### src/hdl/eifx_pkg.sv
// package: offsets, fields, reset values and timing for the irq-enable / frame-index slice
package eifx_pkg;

  // register offsets in the operational space
  localparam logic [7:0] EIFX_OFS_COMMAND = 8'h0C;
  localparam logic [7:0] EIFX_OFS_STATUS = 8'h10;
  localparam logic [7:0] EIFX_OFS_IRQ_EN = 8'h14;
  localparam logic [7:0] EIFX_OFS_FRAME_IDX = 8'h18;
  localparam logic [7:0] EIFX_OFS_SEGMENT = 8'h1C;
  localparam logic [7:0] EIFX_OFS_LIST_START = 8'h20;

  // field positions
  localparam int EIFX_CMD_RUN_BIT = 0;
  localparam int EIFX_CMD_LEN_LSB = 2;
  localparam int EIFX_STS_HALT_BIT = 12;
  localparam int EIFX_SRC_DONE = 0;
  localparam int EIFX_SRC_ERROR = 1;
  localparam int EIFX_SRC_PORT = 2;
  localparam int EIFX_SRC_WRAP = 3;
  localparam int EIFX_SRC_FAULT = 4;
  localparam int EIFX_SRC_ASYNC = 5;
  localparam int EIFX_LIST_BASE_LSB = 12;

  // sources held to the threshold boundary versus sources raised at once
  localparam logic [5:0] EIFX_THRESH_MASK = 6'h23;
  localparam logic [5:0] EIFX_IMMEDIATE_MASK = 6'h1C;

  // reset values
  localparam logic [5:0] EIFX_IRQ_EN_RESET = 6'h00;
  localparam logic [13:0] EIFX_FRAME_IDX_RESET = 14'h0000;
  localparam logic [19:0] EIFX_LIST_START_RESET = 20'h00000;
  localparam logic [31:0] EIFX_SEGMENT_RESET = 32'h00000000;

  // microframe timing at the 40 MHz system clock
  localparam int EIFX_MICROFRAME_NS = 125000;
  localparam int EIFX_CLK_PERIOD_NS = 25;
  localparam int EIFX_MICROFRAME_CYCLES = EIFX_MICROFRAME_NS / EIFX_CLK_PERIOD_NS;

  typedef enum logic [1:0] {
    EIFX_LEN_1024 = 2'b00,
    EIFX_LEN_512 = 2'b01,
    EIFX_LEN_256 = 2'b10,
    EIFX_LEN_RSVD = 2'b11
  } eifx_len_t;

  typedef enum logic [1:0] {
    EIFX_ST_HALTED = 2'b00,
    EIFX_ST_RUNNING = 2'b01,
    EIFX_ST_STOPPING = 2'b10
  } eifx_run_t;

  // counter bits N..0 that take part in the list index; reserved code acts as 1024
  function automatic logic [13:0] eifx_index_mask(input logic [1:0] len);
    case (len)
      EIFX_LEN_512: eifx_index_mask = 14'h0FFF;
      EIFX_LEN_256: eifx_index_mask = 14'h07FF;
      default: eifx_index_mask = 14'h1FFF;
    endcase
  endfunction

endpackage

### src/hdl/eifx_frame_counter.sv
// microframe timer and 14-bit frame index counter with list wrap detection
`timescale 1ns/100ps
module eifx_frame_counter import eifx_pkg::*; #(
  parameter int unsigned TICK_CYCLES = EIFX_MICROFRAME_CYCLES
) (
  input wire logic clk_i,
  input wire logic rst_n_i,
  input wire logic count_en_i,
  input wire logic load_i,
  input wire logic [13:0] load_value_i,
  input wire logic [1:0] len_code_i,
  output logic [13:0] index_o,
  output logic tick_o,
  output logic wrap_o
);

  logic [15:0] timer;
  wire timer_end = count_en_i && (timer == 16'(TICK_CYCLES - 1));
  wire [13:0] index_inc = index_o + 14'h0001;
  // the list rolls over when every index bit from N down drops to zero
  wire index_wraps = (index_inc & eifx_index_mask(len_code_i)) == 14'h0000;

  // timer restarts whenever the controller is halted so a run starts on a full microframe
  always_ff @(posedge clk_i) begin
    if (!rst_n_i || !count_en_i || timer_end) begin
      timer <= 16'h0000;
    end else begin
      timer <= timer + 16'h0001;
    end
  end

  // index advances once per microframe; loads come only while halted
  always_ff @(posedge clk_i) begin
    if (!rst_n_i) begin
      index_o <= EIFX_FRAME_IDX_RESET;
      tick_o <= 1'b0;
      wrap_o <= 1'b0;
    end else begin
      tick_o <= timer_end;
      wrap_o <= timer_end && index_wraps;
      if (load_i) begin
        index_o <= load_value_i;
      end else if (timer_end) begin
        index_o <= index_inc;
      end
    end
  end

endmodule

### src/hdl/eifx_irq_gate.sv
// gates status bits through enables onto one host interrupt, with threshold hold-off
`timescale 1ns/100ps
module eifx_irq_gate import eifx_pkg::*; (
  input wire logic clk_i,
  input wire logic rst_n_i,
  input wire logic [5:0] status_i,
  input wire logic [5:0] enable_i,
  input wire logic boundary_i,
  output logic irq_o
);

  logic pending;
  wire [5:0] active = status_i & enable_i;
  wire imm_any = |(active & EIFX_IMMEDIATE_MASK);
  wire thr_any = |(active & EIFX_THRESH_MASK);
  // threshold sources arm only on a boundary and release when acknowledged
  wire next_pending = thr_any && (pending || boundary_i);

  always_ff @(posedge clk_i) begin
    if (!rst_n_i) begin
      pending <= 1'b0;
      irq_o <= 1'b0;
    end else begin
      pending <= next_pending;
      irq_o <= imm_any || next_pending;
    end
  end

endmodule

### src/hdl/eifx_regs.sv
// operational register slice: interrupt enable, frame index, segment and periodic list start
`timescale 1ns/100ps
module eifx_regs import eifx_pkg::*; #(
  parameter int unsigned MICROFRAME_CYCLES = EIFX_MICROFRAME_CYCLES,
  parameter bit WIDE_ADDR = 1'b1,
  parameter bit PROG_LIST_LEN = 1'b1
) (
  input wire logic CLK_SYS_I,
  input wire logic RESET_N_I,
  input wire logic [7:0] REG_ADDR_I,
  input wire logic REG_WR_I,
  input wire logic REG_RD_I,
  input wire logic [3:0] REG_BE_I,
  input wire logic [31:0] REG_WDATA_I,
  input wire logic [5:0] STATUS_EVENT_I,
  output logic [31:0] REG_RDATA_O,
  output logic REG_RVALID_O,
  output logic HOST_IRQ_O,
  output logic HALTED_O,
  output logic MICROFRAME_TICK_O,
  output logic [10:0] SOF_FRAME_O,
  output logic [63:0] LIST_ENTRY_ADDR_O
);

  logic run_stop_control;
  logic [1:0] list_length_code;
  logic [5:0] status_bits;
  logic [5:0] irq_enable;
  logic [31:0] upper_address_segment;
  logic [19:0] periodic_list_start;
  logic halted_status;
  eifx_run_t run_state;
  eifx_run_t next_run_state;
  logic [13:0] frame_index;
  logic tick;
  logic wrap;
  logic [15:0] stop_cycles;

  // byte-lane merge shared by the command, enable, segment and list start writes; a lane left out keeps its old bits
  function automatic logic [31:0] merge_bytes(input logic [31:0] old_word, input logic [31:0] new_word,
                                              input logic [31:0] mask);
    merge_bytes = (old_word & ~mask) | (new_word & mask);
  endfunction

  // address decode
  wire hit_cmd = REG_ADDR_I == EIFX_OFS_COMMAND;
  wire hit_sts = REG_ADDR_I == EIFX_OFS_STATUS;
  wire hit_ien = REG_ADDR_I == EIFX_OFS_IRQ_EN;
  wire hit_fidx = REG_ADDR_I == EIFX_OFS_FRAME_IDX;
  wire hit_seg = REG_ADDR_I == EIFX_OFS_SEGMENT;
  wire hit_base = REG_ADDR_I == EIFX_OFS_LIST_START;

  // write data merged under byte enables, per register
  wire [31:0] be_mask = {{8{REG_BE_I[3]}}, {8{REG_BE_I[2]}}, {8{REG_BE_I[1]}}, {8{REG_BE_I[0]}}};
  wire [31:0] cmd_word = {28'h0000000, list_length_code, 1'b0, run_stop_control};
  wire [31:0] sts_word = {19'h00000, halted_status, 6'h00, status_bits};
  wire [31:0] ien_word = {26'h0000000, irq_enable};
  wire [31:0] fidx_word = {18'h00000, frame_index};
  wire [31:0] seg_word = WIDE_ADDR ? upper_address_segment : 32'h00000000;
  wire [31:0] base_word = {periodic_list_start, 12'h000};
  wire [31:0] cmd_new = merge_bytes(cmd_word, REG_WDATA_I, be_mask);
  wire [31:0] ien_new = merge_bytes(ien_word, REG_WDATA_I, be_mask);
  wire [31:0] seg_new = merge_bytes(upper_address_segment, REG_WDATA_I, be_mask);
  wire [31:0] base_new = merge_bytes(base_word, REG_WDATA_I, be_mask);

  // write strobes; frame index takes only a whole-word write while halted
  wire wr_cmd = REG_WR_I && hit_cmd;
  wire wr_ien = REG_WR_I && hit_ien;
  wire wr_seg = REG_WR_I && hit_seg && WIDE_ADDR;
  wire wr_base = REG_WR_I && hit_base;
  wire fidx_load = REG_WR_I && hit_fidx && halted_status && (REG_BE_I == 4'hF);

  // status events: external sources plus the counter's own rollover
  wire [5:0] ev_set = STATUS_EVENT_I | {2'b00, wrap, 3'b000};
  wire [5:0] w1c = (REG_WR_I && hit_sts) ? (REG_WDATA_I[5:0] & be_mask[5:0]) : 6'h00;
  wire fault_evt = STATUS_EVENT_I[EIFX_SRC_FAULT];

  // read mux; unmapped offsets read zero
  wire [31:0] rd_word = hit_cmd ? cmd_word :
                        hit_sts ? sts_word :
                        hit_ien ? ien_word :
                        hit_fidx ? fidx_word :
                        hit_seg ? seg_word :
                        hit_base ? base_word : 32'h00000000;

  // periodic list entry address: segment, base, index bits N..3, dword aligned
  wire [13:0] masked_index = frame_index & eifx_index_mask(list_length_code);
  wire [63:0] entry_addr = {seg_word, periodic_list_start, masked_index[12:3], 2'b00};

  // command bits; a host fault drops run so no further schedule work is done
  always_ff @(posedge CLK_SYS_I) begin
    if (!RESET_N_I) begin
      run_stop_control <= 1'b0;
      list_length_code <= EIFX_LEN_1024;
    end else begin
      if (fault_evt) begin
        run_stop_control <= 1'b0;
      end else if (wr_cmd) begin
        run_stop_control <= cmd_new[EIFX_CMD_RUN_BIT];
      end
      if (wr_cmd && PROG_LIST_LEN) begin
        list_length_code <= cmd_new[EIFX_CMD_LEN_LSB +: 2];
      end
    end
  end

  // sticky status: a set in the same cycle as its clear wins
  always_ff @(posedge CLK_SYS_I) begin
    if (!RESET_N_I) begin
      status_bits <= 6'h00;
    end else begin
      status_bits <= ev_set | (status_bits & ~w1c);
    end
  end

  // writable configuration registers
  always_ff @(posedge CLK_SYS_I) begin
    if (!RESET_N_I) begin
      irq_enable <= EIFX_IRQ_EN_RESET;
      upper_address_segment <= EIFX_SEGMENT_RESET;
      periodic_list_start <= EIFX_LIST_START_RESET;
    end else begin
      if (wr_ien) begin
        irq_enable <= ien_new[5:0];
      end
      if (wr_seg) begin
        upper_address_segment <= seg_new;
      end
      if (wr_base) begin
        periodic_list_start <= base_new[31:EIFX_LIST_BASE_LSB];
      end
    end
  end

  // run/stop sequencing: stopping finishes the current microframe before halting
  always_comb begin
    next_run_state = run_state;
    case (run_state)
      EIFX_ST_HALTED: begin
        if (run_stop_control) begin
          next_run_state = EIFX_ST_RUNNING;
        end
      end
      EIFX_ST_RUNNING: begin
        if (!run_stop_control) begin
          next_run_state = EIFX_ST_STOPPING;
        end
      end
      EIFX_ST_STOPPING: begin
        if (run_stop_control) begin
          next_run_state = EIFX_ST_RUNNING;
        end else if (tick) begin
          next_run_state = EIFX_ST_HALTED;
        end
      end
      default: next_run_state = EIFX_ST_HALTED;
    endcase
  end

  always_ff @(posedge CLK_SYS_I) begin
    if (!RESET_N_I) begin
      run_state <= EIFX_ST_HALTED;
      halted_status <= 1'b1;
    end else begin
      run_state <= next_run_state;
      halted_status <= next_run_state == EIFX_ST_HALTED;
    end
  end

  eifx_frame_counter #(
    .TICK_CYCLES(MICROFRAME_CYCLES)
  ) u_counter (
    .clk_i(CLK_SYS_I),
    .rst_n_i(RESET_N_I),
    .count_en_i(run_state != EIFX_ST_HALTED),
    .load_i(fidx_load),
    .load_value_i(REG_WDATA_I[13:0]),
    .len_code_i(list_length_code),
    .index_o(frame_index),
    .tick_o(tick),
    .wrap_o(wrap)
  );

  // the microframe boundary doubles as the interrupt threshold
  eifx_irq_gate u_irq (
    .clk_i(CLK_SYS_I),
    .rst_n_i(RESET_N_I),
    .status_i(status_bits),
    .enable_i(irq_enable),
    .boundary_i(tick),
    .irq_o(HOST_IRQ_O)
  );

  // registered outputs; SOF and entry address lag the index by one cycle
  always_ff @(posedge CLK_SYS_I) begin
    if (!RESET_N_I) begin
      REG_RDATA_O <= 32'h00000000;
      REG_RVALID_O <= 1'b0;
      SOF_FRAME_O <= 11'h000;
      LIST_ENTRY_ADDR_O <= 64'h0000000000000000;
      MICROFRAME_TICK_O <= 1'b0;
      HALTED_O <= 1'b1;
    end else begin
      REG_RDATA_O <= REG_RD_I ? rd_word : 32'h00000000;
      REG_RVALID_O <= REG_RD_I;
      SOF_FRAME_O <= frame_index[13:3];
      LIST_ENTRY_ADDR_O <= entry_addr;
      MICROFRAME_TICK_O <= tick;
      HALTED_O <= next_run_state == EIFX_ST_HALTED;
    end
  end

  wire [5:0] ev_unmasked = ev_set & ~irq_enable;

  // cycles spent stopping; a stop must end within one microframe, so a hung
  // stop shows up here rather than as a silent halted bit that never comes
  always_ff @(posedge CLK_SYS_I) begin
    if (!RESET_N_I || run_state != EIFX_ST_STOPPING) begin
      stop_cycles <= 16'h0000;
    end else begin
      stop_cycles <= stop_cycles + 16'h0001;
    end
  end
endmodule

### config.mk
export PLATFORM = sky130hd
export DESIGN_NAME = eifx_regs
export DESIGN_NICKNAME = d
export VERILOG_FILES = /design/src/hdl/eifx_pkg.sv /design/src/hdl/eifx_frame_counter.sv /design/src/hdl/eifx_irq_gate.sv /design/src/hdl/eifx_regs.sv
export SDC_FILE = /design/constraint.sdc
export NUM_CORES = 1
export LEC_CHECK = 0
export BUFFER_PORTS_ARGS = -buffer_cell sky130_fd_sc_hd__buf_4
export CORE_MARGIN = 2
export CORE_UTILIZATION = 54
export CTS_CLUSTER_DIAMETER = 120
export DETAILED_ROUTE_END_ITERATION = 16
export GPL_TIMING_DRIVEN = 0
export PLACE_DENSITY_LB_ADDON = 0.15
export SETUP_SLACK_MARGIN = 0.1
export SYNTH_ARGS = -nofsm -noshare
export SYNTH_HDL_FRONTEND = slang
export SYNTH_SLANG_ARGS = --single-unit
### constraint.sdc
create_clock -name CLK_SYS_I -period 2.4 [get_ports CLK_SYS_I]
set_clock_uncertainty 0.05 [all_clocks]
set_input_delay 0 -clock CLK_SYS_I [delete_from_list [all_inputs] [get_ports CLK_SYS_I]]
set_output_delay 0 -clock CLK_SYS_I [all_outputs]
set_load 0.02 [all_outputs]
==> flow_metrics.tcl <==
set metrics [dict create \
    ant_nets 0 \
    rsz0062_at_grt "no" \
    place.gp.congestion 0.927 \
    min_path_type "input port to flop" \
    worstHoldPathCells 4 \
    wl_met3_mm 1.36 \
    whs_ns 0.0123 \
    cp_top_family "simple AND/OR/NAND/NOR gates" \
    avgRoutedWirePerCell_um 17.3 \
    synth_top_area_share 0.542 \
    worstSetupEndpointType "flop" \
    crit_slowest_cell "or4_1" \
    layout-drive-gt1-share 0.238 \
    port_buffers 160 \
    grt_overflow_total 0 \
    grt_start_max_net_pins 15 \
    die_area_um2 14800 \
    ctsLongestPathBuffers 3 \
    clk-insertion-delay-late_ns 0.49 \
    nets 1036 \
    cp.required_ns 2.71 \
    syn_avg_cell_area_um2 10.0 \
    drt_wl_total_mm 20.3 \
    power_leakage_nw 4.46 \
    arrival_ns 2.48 \
    track_usage 0.270 \
    fmax_ghz 0.460 \
    synth_cell_types 58 \
    die_h_um 122 \
    max_stage_delay_ns 0.46 \
    ioPinCount 165 \
    rows 43 \
    num_vias 6253 \
    crit_buf_inv 2 \
    routed_via_density 5.34 \
    worstMarginPinSlew_ns 0.715 \
    p_per_area_nw_per_um2 681 \
    ff2ff_path_depth 8 \
    synth_top_area_cell "dfxtp_1" \
    path_clk_slew_ns 0.06 \
    synth_seq_cells 203 \
    start_util 0.546 \
    crit_chain "ha_4 > nand2_2 > or4_1 > buf_2 > buf_6 > nor3_1 > xnor2_1 > a21oi_1" \
    dp_cells 1087 \
    cts.sinks 203 \
    grt_pass1_wl_mm 31.6 \
    drc_errors 0 \
    dr.pass1.iters 6 \
    die_w_um 122 \
    min_period_ns 2.18 \
    cts_max_level 1 \
    crit_cells 8 \
    drv_slew 0 \
    synthToLayoutAreaGrowth_pct 35.6 \
    antenna_found_initial 0 \
    synth_ff_type "dfxtp_1" \
    cts_buffers 20 \
    cts_tree "yes" \
    dp_hpwl_mm 14.3 \
    synth_area_leaders "dfxtp_1 54%, mux2i_1 9.2%, nor2_1 6.1%, and2_1 5.4%, a22oi_1 2.6%" \
    first_global_vias 6284 \
    wl_met1_mm 8.12 \
    synth_area_um2 7500 \
    core-area_um2 13700 \
    critPathKind "flop to flop" \
    diodes 0 \
    ir_worst_vdd_mv 0.611 \
    timing.final.crit_share 0.906 \
    synth_edf_count 0 \
    synth_warnings 0 \
    synth_cells 746 \
    finalHoldViolations 0 \
    max-slew-margin-rel 0.523 \
    seq_area_frac_synth 0.542 \
    finalSetupTns_ns 0 \
    final_util 0.741 \
    post-cts-setup-buffers 0 \
    maxUsedRoutingLayer "met4" \
    setup-violations-final 0 \
    status "finished clean" \
    cts-root-buf "clkbuf_16" \
    crit_fanout 10 \
    synthArstFlopShare 0 \
    drv_cap 0 \
    final_cells 1171 \
    drt_iter0_markers 460 \
    cp-start-kind "flop" \
    wl_met2_mm 10.4 \
]
==> layer usage <==
metal	vias to the layer above	track usage
li1	3007	-
met1	2940	0.336
met2	266	0.478
met3	40	0.0356
met4	0	0.0963
met5	-	0
==> cell usage in the layout, fill, tap and decap left out, types with 6 or more instances in the layout <==
| cell | n |
|---|---|
| dfxtp_1 | 201 |
| buf_4 | 170 |
| nor2_1 | 121 |
| mux2i_1 | 69 |
| and2_1 | 65 |
| dlygate4sd3_1 | 49 |
| clkbuf_1 | 37 |
| a22oi_1 | 26 |
| xnor2_1 | 22 |
| clkbuf_16 | 20 |
| nand2_1 | 19 |
| a21oi_1 | 19 |
| nor3_1 | 16 |
| o21ai_0 | 14 |
| nand3_1 | 13 |
| xor2_1 | 9 |
| nand3_2 | 7 |
| nand4_1 | 7 |
| and3_1 | 6 |
| buf_2 | 6 |
==> timing repair <==
action / CTS / global route
pin swaps: 0 / 1
hold buffers: 49 / 0
hold endpoints to repair: 85 / 0
setup endpoints to repair: 11 / 15
gates resized for setup: 1 / 11
==> synthesized netlist by cell type (2+ instances only) <==
library cell  count
a21oi_1          19
ha_1              4
dfxtp_1         203
buf_2             6
a221oi_1          5
nand2_1          19
buf_4            11
nand3_2           6
a222oi_1          3
or3_1             5
nor2_1          122
o21a_1            5
inv_1             5
nor4_1            7
xor2_1            9
a211oi_1          3
xnor2_1          22
nand3_1          14
nand2b_1          2
nand2_2           2
and3_1            6
o21ai_0          14
nor3_1           16
a21boi_0          5
a22oi_1          26
and2_1           65
nor3b_1           2
nand4_1           7
a31oi_1           2
and4_1            2
mux2i_1          69
clkbuf_1         34
==> kinds of logic (layout without fill, tap and decap cells) <==
| kind of cell | count (synthesis) | after routing | synth area share |
|---|---|---|---|
| flops | 203 | 203 | 0.542 |
| simple gates | 290 | 290 | 0.202 |
| mux | 70 | 70 | 0.0951 |
| other cells | 1 | 2 | 0.000500 |
| fa+ha+maj | 4 | 4 | 0.00668 |
| compound gates | 89 | 89 | 0.0803 |
| buf+inv | 58 | 302 | 0.0367 |
| xor+xnor | 31 | 31 | 0.0362 |
==> metrics by stage <==
step	setup WS, ns	instance area [um2]	power, mW
floorplan	0.305	7500	3.54
global placement	0.00415	8930	3.68
detailed placement	0.0418	8930	3.68
CTS	0.107	10100	6.96
global route	0.112	10200	7.12
finish	0.225	10200	6.93
==> power by group <==
part,switching (mW),internal (mW)
registers,0.00718,3.38
clock network,1.27,1.98
logic,0.151,0.142
total,1.42,5.50
==> area by class of cell <==
type / instances / area (um2)
Sequential cell: 203 / 4070
Clock buffer: 27 / 567
Buffer: 53 / 260
Timing Repair Buffer: 209 / 1690
Tap cell: 180 / 225
Inverter: 5 / 18.8
Fill cell: 1006 / 3550
Multi-Input combinational cell: 486 / 3210
Clock inverter: 8 / 126
==> worst min-delay path, cell delays in order <==
cell and delay (ns):
buf_4 0.11, nor4_4 0.07, a221oi_1 0.25, nor2_1 0.07
==> worst paths after layout <==
| check | start | slack (ns) | to |
|---|---|---|---|
| setup / recovery | u_counter.timer[0] | 0.22 | u_counter.index_o[7] |
| hold / removal | REG_ADDR_I[0] | 0.01 | REG_RDATA_O[1] |
| setup reg to reg | u_counter.timer[0] | 0.22 | u_counter.index_o[7] |
| hold reg to reg | flop | 0.43 | LIST_ENTRY_ADDR_O[21] |
(Power assumes the default switching activity.)
